File: src/hdl/iev_defs.svh
// Function
// [RULE1] handle 71 interrupt requests: two non-maskable plus sixty-nine maskable
// [RULE2] two non-maskable sources ignore masks and priority levels
// [RULE3] maskable set: nine external pin requests and sixty internal peripheral requests
// [RULE4] each maskable request has a programmable priority of eight levels
// [RULE5] nested servicing: higher priority request may interrupt a running handler
// [RULE6] each maskable request has its own mask; masked requests are not forwarded
// [RULE7] external pins pass noise filter and software-selected edge detector
// [RULE8] trap instruction raises thirty-two software exceptions chosen by operand
// [RULE9] trap codes 004n/005n; handlers at 0x40 and 0x50
// [RULE10] illegal opcode and debug trap share code and handler 0x60
// [RULE11] any reset presents code zero, address zero, no return address
// [RULE12] non-maskable pin edge gives code 0x10, saves following instruction address
// [RULE13] eight pin requests at default priorities one to eight, codes 0x90 up by 16
// [RULE14] first timer overflow and four matches at priorities nine to thirteen
// [RULE15] four more timers, overflow and two matches each, priorities fourteen to twenty-five
// [RULE16] handler address equals code zero-extended, except shared trap group bases
// [RULE17] equal programmed level: lowest default priority number goes first
`ifndef IEV_DEFS_SVH
`define IEV_DEFS_SVH
`define IEV_NUM_MASK      69
`define IEV_NUM_EXT       9
`define IEV_NUM_INT       60
`define IEV_NUM_LEVELS    8
`define IEV_CODE_RESET    16'h0000
`define IEV_CODE_NMI      16'h0010
`define IEV_CODE_WDT      16'h0020
`define IEV_CODE_TRAP0    16'h0040
`define IEV_CODE_TRAP1    16'h0050
`define IEV_CODE_EXC      16'h0060
`define IEV_CODE_MASK0    16'h0080
`define IEV_EXT_LAST_IDX  68
`define IEV_CLK_NS        100
`define IEV_FILT_NS       300
`define IEV_FILT_CYC      ((`IEV_FILT_NS + `IEV_CLK_NS - 1) / `IEV_CLK_NS)
`define IEV_EDGE_RISE     1
`define IEV_EDGE_FALL     0
`endif

File: src/hdl/iev_pkg.sv
package iev_pkg;
    typedef enum logic [1:0] {
        IEV_IDLE    = 2'b01,
        IEV_PRESENT = 2'b10
    } iev_state_t;
    typedef enum logic [2:0] {
        IEV_K_RESET = 3'h0,
        IEV_K_TRAP  = 3'h1,
        IEV_K_EXC   = 3'h2,
        IEV_K_NMI   = 3'h3,
        IEV_K_WDT   = 3'h4,
        IEV_K_MASK  = 3'h5
    } iev_kind_t;
endpackage

File: src/hdl/iev_pin_if.sv
`timescale 1ns/1ps
interface iev_pin_if;
    logic       pin_raw;
    logic [1:0] edge_sel;
    logic       edge_pulse;
    modport filt (input pin_raw, input edge_sel, output edge_pulse);
    modport ctrl (output pin_raw, output edge_sel, input edge_pulse);
endinterface

File: src/hdl/iev_pin_filter.sv
`timescale 1ns/1ps
`include "iev_defs.svh"
module iev_pin_filter
(
    // clock and reset
    input wire logic core_clk,
    input wire logic nrst,
    // pin side
    iev_pin_if.filt  pin
);
    localparam int CW = $clog2(`IEV_FILT_CYC + 1);
    localparam logic [CW-1:0] FILT_LAST = CW'(`IEV_FILT_CYC - 1);

    logic          sync1;
    logic          sync2;
    logic          level;
    logic [CW-1:0] stable_cnt;
    logic          pulse;

    wire differ  = sync2 != level;
    wire settled = differ && (stable_cnt == FILT_LAST);
    wire rise    = settled && sync2;
    wire fall    = settled && !sync2;
    wire hit     = (rise && pin.edge_sel[`IEV_EDGE_RISE])
                || (fall && pin.edge_sel[`IEV_EDGE_FALL]); // RULE7

    always_ff @(posedge core_clk or negedge nrst)
    begin
        if (!nrst)
        begin
            sync1 <= 1'b0;
            sync2 <= 1'b0;
        end
        else
        begin
            sync1 <= pin.pin_raw;
            sync2 <= sync1;
        end
    end

    // a change must hold for the whole window; shorter glitches restart the count
    always_ff @(posedge core_clk or negedge nrst)
    begin
        if (!nrst)
        begin
            level      <= 1'b0;
            stable_cnt <= '0;
            pulse      <= 1'b0;
        end
        else
        begin
            stable_cnt <= (differ && !settled) ? stable_cnt + CW'(1) : '0; // RULE7
            if (settled)
                level <= sync2;
            pulse <= hit;
        end
    end

    assign pin.edge_pulse = pulse;
endmodule

File: src/hdl/iev_top.sv
`timescale 1ns/1ps
`include "iev_defs.svh"
module iev_top
(
    // clock and reset
    input  wire logic                            core_clk,
    input  wire logic                            nrst,
    // external pins, asynchronous
    input  wire logic [`IEV_NUM_EXT-1:0]         ext_pin,
    input  wire logic [2*`IEV_NUM_EXT-1:0]       ext_edge_sel,
    input  wire logic                            nmi_pin,
    input  wire logic [1:0]                      nmi_edge_sel,
    // internal request pulses, core clock
    input  wire logic [`IEV_NUM_INT-1:0]         periph_req,
    input  wire logic                            watchdog_overflow_request,
    input  wire logic                            internal_reset_req,
    // exceptions from the core
    input  wire logic                            trap_req,
    input  wire logic [4:0]                      trap_num,
    input  wire logic                            illegal_opcode_trap,
    input  wire logic                            debug_trap_instruction,
    // configuration
    input  wire logic [`IEV_NUM_MASK-1:0]        irq_mask,
    input  wire logic [3*`IEV_NUM_MASK-1:0]      irq_prio,
    input  wire logic                            int_enable,
    // core handshake
    output logic                                 vector_valid,
    output logic [15:0]                          vector_code,
    output logic [31:0]                          vector_addr,
    output logic                                 vector_next_pc,
    input  wire logic                            cpu_ack,
    input  wire logic                            irq_return,
    input  wire logic                            nmi_return,
    // status
    output logic [`IEV_NUM_MASK-1:0]             pending,
    output logic [`IEV_NUM_LEVELS-1:0]           in_service,
    output logic                                 nmi_busy
);
    localparam int NM = `IEV_NUM_MASK;

    iev_pkg::iev_state_t state;
    iev_pkg::iev_kind_t  sel_kind;
    logic [6:0]          sel_idx;
    logic [2:0]          sel_lvl;
    logic                trap_pend;
    logic [4:0]          trap_num_q;
    logic                exc_pend;
    logic                nmi_pend;
    logic                wdt_pend;
    logic [`IEV_NUM_EXT-1:0] ext_evt;
    logic                nmi_evt;
    logic [NM-1:0]       raw_evt;
    logic                best_found;
    logic [6:0]          best_idx;
    logic [2:0]          best_lvl;
    logic [3:0]          cur_level;

    // one filter per pin, the non-maskable pin last
    genvar g;
    generate
        for (g = 0; g <= `IEV_NUM_EXT; g++)
        begin : g_pin
            iev_pin_if pif ();
            iev_pin_filter u_filt
            (
                .core_clk (core_clk),
                .nrst     (nrst),
                .pin      (pif.filt)
            );
            if (g < `IEV_NUM_EXT)
            begin : g_ext
                assign pif.pin_raw  = ext_pin[g];
                assign pif.edge_sel = ext_edge_sel[2*g +: 2];
                assign ext_evt[g]   = pif.edge_pulse;
            end
            else
            begin : g_nmi
                assign pif.pin_raw  = nmi_pin;
                assign pif.edge_sel = nmi_edge_sel;
                assign nmi_evt      = pif.edge_pulse;
            end
        end
    endgenerate

    // default priority order: low voltage, pins 0-7, timers, other internals, ninth pin
    assign raw_evt[0]                    = periph_req[0];
    assign raw_evt[8:1]                  = ext_evt[7:0]; // RULE13
    assign raw_evt[67:9]                 = periph_req[59:1]; // RULE14 RULE15
    assign raw_evt[`IEV_EXT_LAST_IDX]    = ext_evt[8]; // RULE3

    // lowest set in-service bit is the level now running; 8 means none
    always_comb
    begin
        cur_level = 4'h8;
        for (int l = `IEV_NUM_LEVELS - 1; l >= 0; l--)
            if (in_service[l])
                cur_level = 4'(l); // RULE5
    end

    // strict compare while walking upward keeps the lowest index on a tie
    always_comb
    begin
        best_found = 1'b0;
        best_idx   = 7'h00;
        best_lvl   = 3'h7;
        for (int i = 0; i < NM; i++)
            if (pending[i] && !irq_mask[i]                              // RULE6
                && (!best_found || irq_prio[3*i +: 3] < best_lvl))      // RULE4 RULE17
            begin
                best_found = 1'b1;
                best_idx   = 7'(i);
                best_lvl   = irq_prio[3*i +: 3];
            end
    end

    wire mask_ok   = best_found && int_enable && !nmi_busy
                  && ({1'b0, best_lvl} < cur_level); // RULE5
    wire wdt_ok    = wdt_pend && !nmi_busy;
    wire nmi_ok    = nmi_pend && !nmi_busy;
    wire cand      = trap_pend || exc_pend || nmi_ok || wdt_ok || mask_ok;
    wire take      = (state == iev_pkg::IEV_IDLE) && cand;
    wire acked     = (state == iev_pkg::IEV_PRESENT) && cpu_ack;
    wire ack_mask  = acked && (sel_kind == iev_pkg::IEV_K_MASK);
    wire ack_nmi   = acked && (sel_kind == iev_pkg::IEV_K_NMI);
    wire ack_wdt   = acked && (sel_kind == iev_pkg::IEV_K_WDT);
    wire ack_trap  = acked && (sel_kind == iev_pkg::IEV_K_TRAP);
    wire ack_exc   = acked && (sel_kind == iev_pkg::IEV_K_EXC);

    wire [15:0] mask_code = `IEV_CODE_MASK0 + {5'h00, best_idx, 4'h0}; // RULE13 RULE14 RULE15
    wire [15:0] trap_code = (trap_num_q[4] ? `IEV_CODE_TRAP1 : `IEV_CODE_TRAP0)
                          | {12'h000, trap_num_q[3:0]}; // RULE8 RULE9
    wire [15:0] trap_base = trap_num_q[4] ? `IEV_CODE_TRAP1 : `IEV_CODE_TRAP0; // RULE16

    wire [NM-1:0] clr_vec = ack_mask ? (NM'(1) << sel_idx) : '0;
    wire [7:0]    lvl_set = ack_mask ? (8'h01 << sel_lvl) : 8'h00;
    wire [7:0]    lvl_clr = (irq_return && cur_level != 4'h8)
                          ? (8'h01 << cur_level[2:0]) : 8'h00;

    // new events win over the clear that an acknowledge makes
    wire [NM-1:0] next_pending = (pending & ~clr_vec) | raw_evt;
    wire [7:0]    next_in_service = (in_service & ~lvl_clr) | lvl_set;

    always_ff @(posedge core_clk or negedge nrst)
    begin
        if (!nrst)
        begin
            pending    <= '0;
            in_service <= 8'h00;
            nmi_busy   <= 1'b0;
            trap_pend  <= 1'b0;
            trap_num_q <= 5'h00;
            exc_pend   <= 1'b0;
            nmi_pend   <= 1'b0;
            wdt_pend   <= 1'b0;
        end
        else if (internal_reset_req)
        begin
            pending    <= '0;
            in_service <= 8'h00;
            nmi_busy   <= 1'b0;
            trap_pend  <= 1'b0;
            exc_pend   <= 1'b0;
            nmi_pend   <= 1'b0;
            wdt_pend   <= 1'b0;
        end
        else
        begin
            pending    <= next_pending; // RULE1
            in_service <= next_in_service; // RULE5
            nmi_busy   <= (ack_nmi || ack_wdt) || (nmi_busy && !nmi_return); // RULE2
            trap_pend  <= trap_req || (trap_pend && !ack_trap);
            if (trap_req)
                trap_num_q <= trap_num; // RULE8
            exc_pend   <= illegal_opcode_trap || debug_trap_instruction
                       || (exc_pend && !ack_exc); // RULE10
            nmi_pend   <= nmi_evt || (nmi_pend && !ack_nmi); // RULE12
            wdt_pend   <= watchdog_overflow_request || (wdt_pend && !ack_wdt); // RULE2
        end
    end

    // the vector holds still until the core takes it or an internal reset replaces it; later arrivals wait their turn
    always_ff @(posedge core_clk or negedge nrst)
    begin
        if (!nrst)
        begin
            state          <= iev_pkg::IEV_PRESENT;
            sel_kind       <= iev_pkg::IEV_K_RESET;
            sel_idx        <= 7'h00;
            sel_lvl        <= 3'h0;
            vector_code    <= `IEV_CODE_RESET; // RULE11
            vector_addr    <= 32'h0000_0000; // RULE11
            vector_next_pc <= 1'b0;
        end
        else if (internal_reset_req)
        begin
            state          <= iev_pkg::IEV_PRESENT;
            sel_kind       <= iev_pkg::IEV_K_RESET;
            vector_code    <= `IEV_CODE_RESET; // RULE11
            vector_addr    <= 32'h0000_0000; // RULE11
            vector_next_pc <= 1'b0;
        end
        else
        begin
            unique case (state)
                iev_pkg::IEV_IDLE:
                begin
                    if (take)
                    begin
                        state          <= iev_pkg::IEV_PRESENT;
                        vector_next_pc <= 1'b1; // RULE12
                        if (trap_pend)
                        begin
                            sel_kind    <= iev_pkg::IEV_K_TRAP;
                            vector_code <= trap_code; // RULE9
                            vector_addr <= {16'h0000, trap_base}; // RULE9 RULE16
                        end
                        else if (exc_pend)
                        begin
                            sel_kind    <= iev_pkg::IEV_K_EXC;
                            vector_code <= `IEV_CODE_EXC; // RULE10
                            vector_addr <= {16'h0000, `IEV_CODE_EXC}; // RULE10
                        end
                        else if (nmi_ok)
                        begin
                            sel_kind    <= iev_pkg::IEV_K_NMI;
                            vector_code <= `IEV_CODE_NMI; // RULE12
                            vector_addr <= {16'h0000, `IEV_CODE_NMI}; // RULE12
                        end
                        else if (wdt_ok)
                        begin
                            sel_kind    <= iev_pkg::IEV_K_WDT;
                            vector_code <= `IEV_CODE_WDT; // RULE2
                            vector_addr <= {16'h0000, `IEV_CODE_WDT}; // RULE16
                        end
                        else
                        begin
                            sel_kind    <= iev_pkg::IEV_K_MASK;
                            sel_idx     <= best_idx;
                            sel_lvl     <= best_lvl;
                            vector_code <= mask_code;
                            vector_addr <= {16'h0000, mask_code}; // RULE16
                        end
                    end
                end
                iev_pkg::IEV_PRESENT:
                begin
                    if (cpu_ack)
                        state <= iev_pkg::IEV_IDLE;
                end
                default:
                    state <= iev_pkg::IEV_IDLE;
            endcase
        end
    end

    assign vector_valid = (state == iev_pkg::IEV_PRESENT);
endmodule
File: config.mk
export PLATFORM = sky130hd
export DESIGN_NAME = iev_top
export DESIGN_NICKNAME = d
export VERILOG_FILES = /design/src/hdl/iev_pkg.sv /design/src/hdl/iev_pin_if.sv /design/src/hdl/iev_pin_filter.sv /design/src/hdl/iev_top.sv
export VERILOG_INCLUDE_DIRS = /design/src /design/src/hdl
export SDC_FILE = /design/constraint.sdc
export NUM_CORES = 1
export LEC_CHECK = 0
export ABC_AREA = 1
export ABC_CLOCK_PERIOD_IN_PS = 71800
export BUFFER_PORTS_ARGS = -buffer_cell sky130_fd_sc_hd__buf_2
export CORE_MARGIN = 2
export CORE_UTILIZATION = 40
export CTS_CLUSTER_SIZE = 14
export DETAILED_ROUTE_END_ITERATION = 8
export PLACE_DENSITY = 0.76
export SYNTH_ARGS = -nofsm -noshare
export SYNTH_HDL_FRONTEND = slang
export SYNTH_SLANG_ARGS = --single-unit
export TNS_END_PERCENT = 5
File: constraint.sdc
create_clock -name core_clk -period 71.8 [get_ports core_clk]
set_input_delay 14.36 -clock core_clk [delete_from_list [all_inputs] [get_ports core_clk]]
set_output_delay 14.36 -clock core_clk [all_outputs]
set_load 0.005 [all_outputs]
==> results of run 1 <==
[metal layers]
layer / vias up / global-route usage, % / wire length [µm] / share of wire (%)
met1: 9645 / 34.3 / 27700 / 42
met5: - / 0 / 68 / 0.10
met4: 10 / 9.86 / 2410 / 3.7
li1: 10824 / - / - / -
met2: 716 / 48.0 / 31900 / 48
met3: 138 / 4.17 / 3900 / 5.9
[report_power, final]
group | leakage [nW] | switching, mW | internal (mW) | total [mW]
Sequential | 2.23 | 0.0143 | 0.113 | 0.127
Combinational | 12.1 | 0.393 | 0.353 | 0.746
Clock | 0.305 | 0.0510 | 0.0488 | 0.0998
Total | 14.6 | 0.459 | 0.515 | 0.974
[cell usage after synthesis (all sizes together), types with 6 or more instances]
library cell,number
a21oi,95
a31oi,7
buf,48
clkbuf,16
clkinv,73
dfrtp,174
ha,81
inv,531
mux2,14
mux2i,10
nand2,928
nand3,381
nand4,48
nor2,248
nor3,13
nor3b,10
nor4,6
o21ai,185
o31ai,7
or2,15
xnor2,10
[critical path: cells and delay by family]
kind	cells	cell delay [ns]
buffers and inverters	73	4.25
adders and majority gates	68	17.69
AOI/OAI and AO/OA	70	6.90
and+or+nand+nor	386	26.30
[worst max-delay path by stage]
stage	start	endpoint	cells after the start
detailed placement	irq_mask[0]	state[1]	555
CTS	irq_mask[0]	state[1]	556
global placement	irq_mask[0]	state[1]	552
global route	irq_mask[0]	vector_code[7]	597
finish	irq_mask[0]	sel_lvl[1]	597
floorplan	irq_mask[0]	sel_idx[5]	552
[registers in the layout (all words and copies together), names as in the netlist]
signal / cells
exc_pend: 1
g_pin.u_filt.level: 10
g_pin.u_filt.pin.edge_pulse: 10
g_pin.u_filt.stable_cnt: 20
g_pin.u_filt.sync1: 10
g_pin.u_filt.sync2: 10
in_service: 8
nmi_busy: 1
nmi_pend: 1
pending: 69
sel_idx: 7
sel_kind: 3
sel_lvl: 3
state: 2
trap_num_q: 5
trap_pend: 1
vector_addr: 1
vector_code: 11
vector_next_pc: 1
wdt_pend: 1
[kinds of logic after synthesis]
group	share of synthesized area, %
compound gates	9.14
xor+xnor	0.547
fa+ha+maj	5.75
buf+inv	15.5
flops	24.9
mux	1.46
other cells	0.0213
simple gates	42.7
[layout make-up]
class,instances,area [µm²]
Clock buffer,17,425
Tap cell,585,732
Antenna cell,6,15.0
Inverter,606,2310
Multi-Input combinational cell,2097,11300
Clock inverter,15,211
Sequential cell,175,4380
Timing Repair Buffer,881,5470
Fill cell,4148,18500
[timing repair]
action	in CTS	in global routing
resized for setup	34	190
buffers inserted	0	16
cloned	0	2
pin swaps	0	47
endpoints found under the setup margin	28	28
==> results.cfg, run 1 <==
[sta]
worst_pin_slew_ns = 0.947
fin_ws_ns = 2.50
max_freq_mhz = 14.4
finalMaxSlewViolations = 0
endpoints_failing_setup = 0
final.min_clock_period_ns = 69.30
min_period_over_period_pct = 96.5
holdWs_ns = 0.355
timing.clock.skew_ns = 0.0210
grt_setup_unrepaired = true
finalSetupTns_ns = 0
timing.slew.headroom_pct = 36.7
report.final.hold_viol_count = 0

[synth]
syn_inst = 2915
seq_area_frac_synth_pct = 24.9
netlist_area_um2 = 17600
dominantRegCellSynth = sky130_fd_sc_hd__dfrtp_1
post_synth.cell_area_avg_um2 = 6.05
async_flop_share_pct = 100
synth.largest_area_cell = sky130_fd_sc_hd__dfrtp_1
synth.yosys.warnings = 0
synth_cell_types = 49
netlist.area_leader.share_pct = 24.7
synth_seq_cells = 175
synth-edff-count = 0
cell_types_with_the_largest_area_share_after_synthesis = sky130_fd_sc_hd__dfrtp_1 (25%), sky130_fd_sc_hd__nand2_1 (16%), sky130_fd_sc_hd__inv_1 (11%)

[placement]
hpwlAfterDp_mm = 54.9
place_area_um2 = 23300
gpl.final_weighted_congestion = 0.984
detailedPlace.worstSlack_ns = -2.88
port-buffer-count = 481
dp.cells = 4326

[floorplanning]
dieHeight_um = 214
floorplan.initialDensity_pct = 40.7
fp.dieArea_um2 = 45800
ioPinCount = 510
fp.coreArea_um2 = 43300
row_count = 76
chipWidth_um = 214

[hold_path]
worstHoldEndpoint = g_pin[0].u_filt.sync2
hold_path_class = reg2reg
worst_hold_path.num_cells = 0
min_from = g_pin[0].u_filt.sync1

[routing]
remaining_drc_errors = 0
routed-via-count = 21333
final_wl_mm = 65.9
detail_route.first_pass.iterations = 7
route.antenna.remaining_nets = 0
via_per_inst = 4.87
drt-initial-drc-count = 1464
wl_per_cell_um = 15.0

[critical_path]
cp_data_arrival_time_ns = 69.63
worst_path_max_delay_cell = sky130_fd_sc_hd__ha_1
setup_slack_reg_to_reg_ns = 16.02
required_ns = 72.13
number_of_cells_on_the_worst_reg_to_reg_path = 595
critical_path.reg2reg.startpoint = pending[0]
cp_slowest_stage_delay_ns = 0.28
critPathMaxFanout = 6
reg_to_reg_critical_path_endpoint = sel_lvl[1]
worstSetupEndpointType = register
timing_worst_setup_path_type = in2reg
cpMostUsedCell = sky130_fd_sc_hd__nand2_1
timing.critical_path.from_type = input pin

[clock_tree]
clock_latency_ns = 0.45
tritoncts = built
htreeDepth = 4
clock_tree.buffer_depth = 2
root_buffer = sky130_fd_sc_hd__clkbuf_16
cts_bufs_inserted = 17
clk_pin_slew_worst_paths_ns = 0.09
clock-sinks = 175
cts_hold_buffers = 0

[pwr]
total_power_uw = 974
total_leakage_power_nw = 14.6
powerDensity_nw_per_um2 = 39.2
ir_drop_mv = 0.0244

[grt]
number_of_antenna_violations_at_the_first_check_in_global_routing = 8
grt_overflow_total = 0
number_of_global_route_vias_before_repair = 19770
grt_start_max_net_pins = 111
grt_first_pass_wirelength_mm = 101
groute.usage.overall_pct = 27.5

[layout]
total_nets_final = 4241
layout_commonest_cell = sky130_fd_sc_hd__nand2_1
layout_common_cells = sky130_fd_sc_hd__nand2_1 (714), sky130_fd_sc_hd__inv_1 (524), sky130_fd_sc_hd__buf_2 (479)
final_layout_size_suffix_gt1_share_pct = 33.3
layout.cells.non_filler = 4382
utilization_pct = 57.4
layout-area-overhead-vs-synth_pct = 40.8
final_area_um2 = 24800

[status]
outcome = complete, no violations

[flow_run]
cap_viol_max_count = 0
Note: power is estimated with default switching activity, not from simulation.
==> run 2: changes to the inputs <==
==> constraint.sdc (replaced) <==
create_clock -name core_clk -period 71.8 [get_ports core_clk]
set_input_delay 21.54 -clock core_clk [delete_from_list [all_inputs] [get_ports core_clk]]
set_output_delay 21.54 -clock core_clk [all_outputs]
set_load 0.005 [all_outputs]
==> results.cfg, run 2 (synthesis results as in run 1) <==
[status]
outcome = finished with violations
failed_checks = setup timing

[grt]
number_of_global_route_vias_before_repair = 20025
grtUsageMet1_pct = 33.9
grt_overflow_total = 0
grt_first_pass_wirelength_mm = 101
groute.usage.overall_pct = 27.5
number_of_antenna_violations_at_the_first_check_in_global_routing = 13
grt_start_max_net_pins = 113
globalRoute.busiestLayer = met2
grt_use_met2_pct = 46.6
grt_use_met3_pct = 4.77

[critical_path]
worst_path_max_delay_cell = sky130_fd_sc_hd__ha_1
path_delay_family = simple AND/OR/NAND/NOR gates
cp_slowest_stage_delay_ns = 0.30
cp_data_arrival_time_ns = 76.76
required_ns = 72.17
cpMostUsedCell = sky130_fd_sc_hd__nand2_1
timing_worst_setup_path_type = in2reg
critPathMaxFanout = 12
worst-path-buf-inv = 72
timing.critical_path.from_type = input pin
worstSetupEndpointType = register

[routing]
routed-via-count = 21176
route.antenna.remaining_nets = 0
via_per_inst = 4.81
final_wl_mm = 64.8
wl_per_cell_um = 14.7
remaining_drc_errors = 0
detail_route.first_pass.iterations = 5
drt-initial-drc-count = 1416

[hold_path]
hold_path_class = reg2reg

[pwr]
internal-power_uw = 521
combPwrFrac_pct = 77.0
seq_power_share_pct = 13.1
p_sw_uw = 453
powerDensity_nw_per_um2 = 38.9
sw_frac_of_total_pct = 46.5
total_power_uw = 974
ir_drop_mv = 0.0266
p_clk_share_pct = 9.9
total_leakage_power_nw = 14.7

[sta]
final.min_clock_period_ns = 76.38
grt_setup_unrepaired = true
timing.slew.headroom_pct = 29.2
worst_pin_slew_ns = 1.06
report.final.hold_viol_count = 0
finalSetupTns_ns = -126.16
fin_ws_ns = -4.58
finalMaxSlewViolations = 0
timing.clock.skew_ns = 0.0108
max_freq_mhz = 13.1
min_period_over_period_pct = 106
endpoints_failing_setup = 28

[floorplanning]
chipWidth_um = 214
fp.dieArea_um2 = 45800
dieHeight_um = 214
row_count = 76
fp.coreArea_um2 = 43300
ioPinCount = 510
floorplan.initialDensity_pct = 40.7

[layout]
final_area_um2 = 25000
total_nets_final = 4252
largest-register = pending
biggestRegsByFlops = pending x69, g_pin.u_filt.stable_cnt x20, vector_code x11
layout_commonest_cell = sky130_fd_sc_hd__nand2_1
num-fill-cells = 4162
largest_reg_flops = 69
final_layout_size_suffix_gt1_share_pct = 33.8
layout_common_cells = sky130_fd_sc_hd__nand2_1 (711), sky130_fd_sc_hd__inv_1 (524), sky130_fd_sc_hd__buf_2 (479)
layout-area-overhead-vs-synth_pct = 41.9

[clock_tree]
tritoncts = built
cts_bufs_inserted = 17
cts_hold_buffers = 0
clock_tree.buffer_depth = 2
htreeDepth = 4
clk_pin_slew_worst_paths_ns = 0.07
clock_latency_ns = 0.45
root_buffer = sky130_fd_sc_hd__clkbuf_16
clock-sinks = 175

[placement]
port-buffer-count = 481
gpl.final_weighted_congestion = 0.957
hpwlAfterDp_mm = 54.1
place_area_um2 = 23300

[flow_run]
cap_viol_max_count = 0
-- run 2: cell count changes in the layout (fill, tap and decap cells not counted), sizes merged --
cell | before | now
diode | 6 | 13
inv | 539 | 540
buf | 878 | 890
bufinv | 0 | 1
clkinvlp | 2 | 3
clkinv | 80 | 76
clkbuf | 20 | 19
-- run 2: per-layer routing --
metal  wire, µm  vias to the layer above
met2      30600                      685
met5         37                        -
met4       3010                        6
li1           -                    10831
met1      27000                     9487
met3       4110                      167
-- run 2: final cells by class --
class                      count  area (µm²)  share of cell area, %
antenna                       13        32.5                  0.130
clock buffer                  17         425                   1.70
clock inverter                14         183                  0.730
inverter                     606        2310                   9.22
multi-input combinational   2097       11400                   45.5
sequential                   175        4380                   17.5
tap                          585         732                   2.93
timing repair buffer         892        5570                   22.3
-- run 2: stage by stage --
step                cells  setup WS, ns  util [%]  hold WS (ns)
global route         4396        -10.09      57.8         0.360
finish               4399         -4.58      57.8         0.350
CTS                  4362         -4.13      56.3         0.354
floorplan            2942         -3.95         -         0.331
detailed placement   4318         -6.01      53.8         0.336
global placement     4318         -4.81      53.8         0.332
-- run 2: final timing paths --
| path | startpoint | endpoint | slack [ns] | cells past startpoint |
|---|---|---|---|---|
| worst max-delay path | irq_mask[0] | sel_idx[3] | -4.58 | 603 |
| worst min-delay path | g_pin[5].u_filt.sync1 | g_pin[5].u_filt.sync2 | 0.35 | 0 |
| worst max register to register | pending[0] | sel_idx[3] | 16.13 | 601 |
| worst min register to register | g_pin[5].u_filt.sync1 | g_pin[5].u_filt.sync2 | 0.35 | 0 |
| max in group asynchronous | nrst | pending[22] | 49.19 | 2 |
| min in group asynchronous | nrst | vector_addr[11] | 21.18 | 1 |
-- run 2: repair_timing --
action / 4_1_cts / 5_1_grt
pin swaps: 22 / 66
setup buffers: 11 / 24
gates cloned: 2 / 0
setup endpoints to repair: 28 / 28
resized for setup: 101 / 103
-- run 2: power by group through the flow --
stage                     Sequential (mW)  Combinational (mW)  Clock (mW)
after floorplan                     0.123               0.400           0
after global placement              0.129               0.654           0
after detailed placement            0.129               0.663           0
after CTS                           0.127               0.694      0.0991
after global routing                0.130               0.844       0.103
final                               0.128               0.750      0.0967
==> run 3: changes to the inputs <==
- MAX_ROUTING_LAYER: unset -> met4
==> results.cfg, run 3 (synthesis results as in run 1) <==
[status]
failed_checks = setup timing
outcome = finished with violations

[sta]
grt_setup_unrepaired = true
finalMaxSlewViolations = 0
max_freq_mhz = 13.1
report.final.hold_viol_count = 0
fin_ws_ns = -4.62
final.min_clock_period_ns = 76.42
worst_pin_slew_ns = 1.09
timing.slew.headroom_pct = 27.4
endpoints_failing_setup = 28
timing.clock.skew_ns = 0.00971
min_period_over_period_pct = 106
finalSetupTns_ns = -127.45

[floorplanning]
fp.dieArea_um2 = 45800
chipWidth_um = 214
row_count = 76
floorplan.initialDensity_pct = 40.7
ioPinCount = 510
dieHeight_um = 214
fp.coreArea_um2 = 43300

[clock_tree]
clock-sinks = 175
root_buffer = sky130_fd_sc_hd__clkbuf_16
tritoncts = built
htreeDepth = 4
clk_pin_slew_worst_paths_ns = 0.07
clock_tree.buffer_depth = 2
cts_bufs_inserted = 17
clock_latency_ns = 0.45
cts_hold_buffers = 0

[critical_path]
cpMostUsedCell = sky130_fd_sc_hd__nand2_1
worst-path-buf-inv = 73
critPathMaxFanout = 12
number_of_cells_on_the_worst_reg_to_reg_path = 607
required_ns = 72.18
cp_slowest_stage_delay_ns = 0.31
timing_worst_setup_path_type = in2reg
timing.critical_path.from_type = input pin
stages_on_the_worst_setup_path = 608
worstSetupEndpointType = register
setup_slack_reg_to_reg_ns = 16.06
critical_path.reg2reg.startpoint = pending[0]
crit_end = sel_idx[6]
reg_to_reg_critical_path_endpoint = sel_idx[6]
worst_path_max_delay_cell = sky130_fd_sc_hd__ha_1
critPathLaunch = irq_mask[0]
path_delay_family = simple AND/OR/NAND/NOR gates
cp_data_arrival_time_ns = 76.81

[layout]
largest_reg_flops = 69
layout_common_cells = sky130_fd_sc_hd__nand2_1 (710), sky130_fd_sc_hd__inv_1 (524), sky130_fd_sc_hd__buf_2 (479)
total_nets_final = 4263
layout_commonest_cell = sky130_fd_sc_hd__nand2_1
biggestRegsByFlops = pending x69, g_pin.u_filt.stable_cnt x20, vector_code x11
final_layout_size_suffix_gt1_share_pct = 34.0
utilization_pct = 57.9
largest-register = pending
layout-area-overhead-vs-synth_pct = 42.2

[routing]
detail_route.first_pass.iterations = 5
drt-initial-drc-count = 1563
remaining_drc_errors = 0
routed-via-count = 21376
final_wl_mm = 66.3
route.antenna.remaining_nets = 0
wl_per_cell_um = 15.0
via_per_inst = 4.84

[grt]
grt_use_met3_pct = 4.44
grt_first_pass_wirelength_mm = 103
grt_overflow_total = 0
number_of_antenna_violations_at_the_first_check_in_global_routing = 13
grtUsageMet1_pct = 35.6
grt_start_max_net_pins = 117
globalRoute.busiestLayer = met2
groute.usage.overall_pct = 28.9
grt_use_met2_pct = 47.8
number_of_global_route_vias_before_repair = 20107

[placement]
port-buffer-count = 481
hpwlAfterDp_mm = 54.4
gpl.final_weighted_congestion = 0.972

[pwr]
powerDensity_nw_per_um2 = 39.1
p_sw_uw = 456
combPwrFrac_pct = 77.6
total_leakage_power_nw = 14.8
seq_power_share_pct = 13.0
p_clk_share_pct = 9.4
sw_frac_of_total_pct = 46.5
internal-power_uw = 523
total_power_uw = 979
ir_drop_mv = 0.0278

[flow_run]
cap_viol_max_count = 0

[hold_path]
hold_path_class = reg2reg
==> run 3: cell types whose count changed in the layout (fill, tap and decap cells not counted), moves of 2 or more <==
| cell | before | now |
|---|---|---|
| sky130_fd_sc_hd__diode_2 | 13 | 15 |
| sky130_fd_sc_hd__clkinv_2 | 0 | 2 |
| sky130_fd_sc_hd__buf_4 | 405 | 416 |
| sky130_fd_sc_hd__nand2_4 | 65 | 60 |
| sky130_fd_sc_hd__nand2_2 | 151 | 157 |
==> run 3: final cells by class <==
class	count	area (µm²)
clock inverters	14	140
fillers	4170	18200
clock buffers	17	425
multi-input cells	2097	11400
well taps	585	732
inverters	606	2310
repair buffers	903	5660
diodes	15	37.5
flip-flops and latches	175	4380
==> run 3: per-layer routing <==
layer	share of wire (%)	wire [µm]	up-vias
met5	0	0	-
met4	3.7	2470	0
met3	6.2	4110	137
met2	48	31600	726
met1	42	28100	9645
li1	-	-	10868
==> run 3: worst min path at each step <==
stage,start,endpoint,slack [ns],depth (start not counted)
after floorplan,g_pin[0].u_filt.sync1,g_pin[0].u_filt.sync2,0.33,0
after global placement,g_pin[1].u_filt.sync1,g_pin[1].u_filt.sync2,0.33,0
after detailed placement,g_pin[7].u_filt.sync1,g_pin[7].u_filt.sync2,0.34,0
after CTS,g_pin[9].u_filt.sync1,g_pin[9].u_filt.sync2,0.35,0
after global routing,g_pin[9].u_filt.sync1,g_pin[9].u_filt.sync2,0.36,0
final,g_pin[7].u_filt.sync1,g_pin[7].u_filt.sync2,0.35,0
==> run 3: per-stage QoR <==
stage / worst slack (ns) / std cells / hold slack (ns) / cell area [µm²]
6_report: -4.62 / 4412 / 0.351 / 25100
4_1_cts: -3.97 / 4366 / 0.353 / 24300
5_1_grt: -10.58 / 4410 / 0.358 / 25100
3_5_place_dp: -5.70 / 4322 / 0.337 / 23300
2_1_floorplan: -3.95 / 2942 / 0.331 / 17700
3_3_place_gp: -4.13 / 4322 / 0.332 / 23300
==> run 3: timing repair <==
item | in CTS | in global routing
endpoints found under the hold margin | 0 | 0
gates resized for setup | 91 | 110
gates cloned | 2 | 0
setup buffers | 11 | 31
pin swaps | 15 | 73
setup endpoints to repair | 28 | 28
==> run 3: power by group through the flow <==
stage | registers, mW | clock network (mW) | logic (mW)
floorplan | 0.123 | 0 | 0.400
global placement | 0.129 | 0 | 0.656
detailed placement | 0.129 | 0 | 0.666
CTS | 0.127 | 0.0942 | 0.697
global route | 0.130 | 0.0980 | 0.854
finish | 0.128 | 0.0919 | 0.759
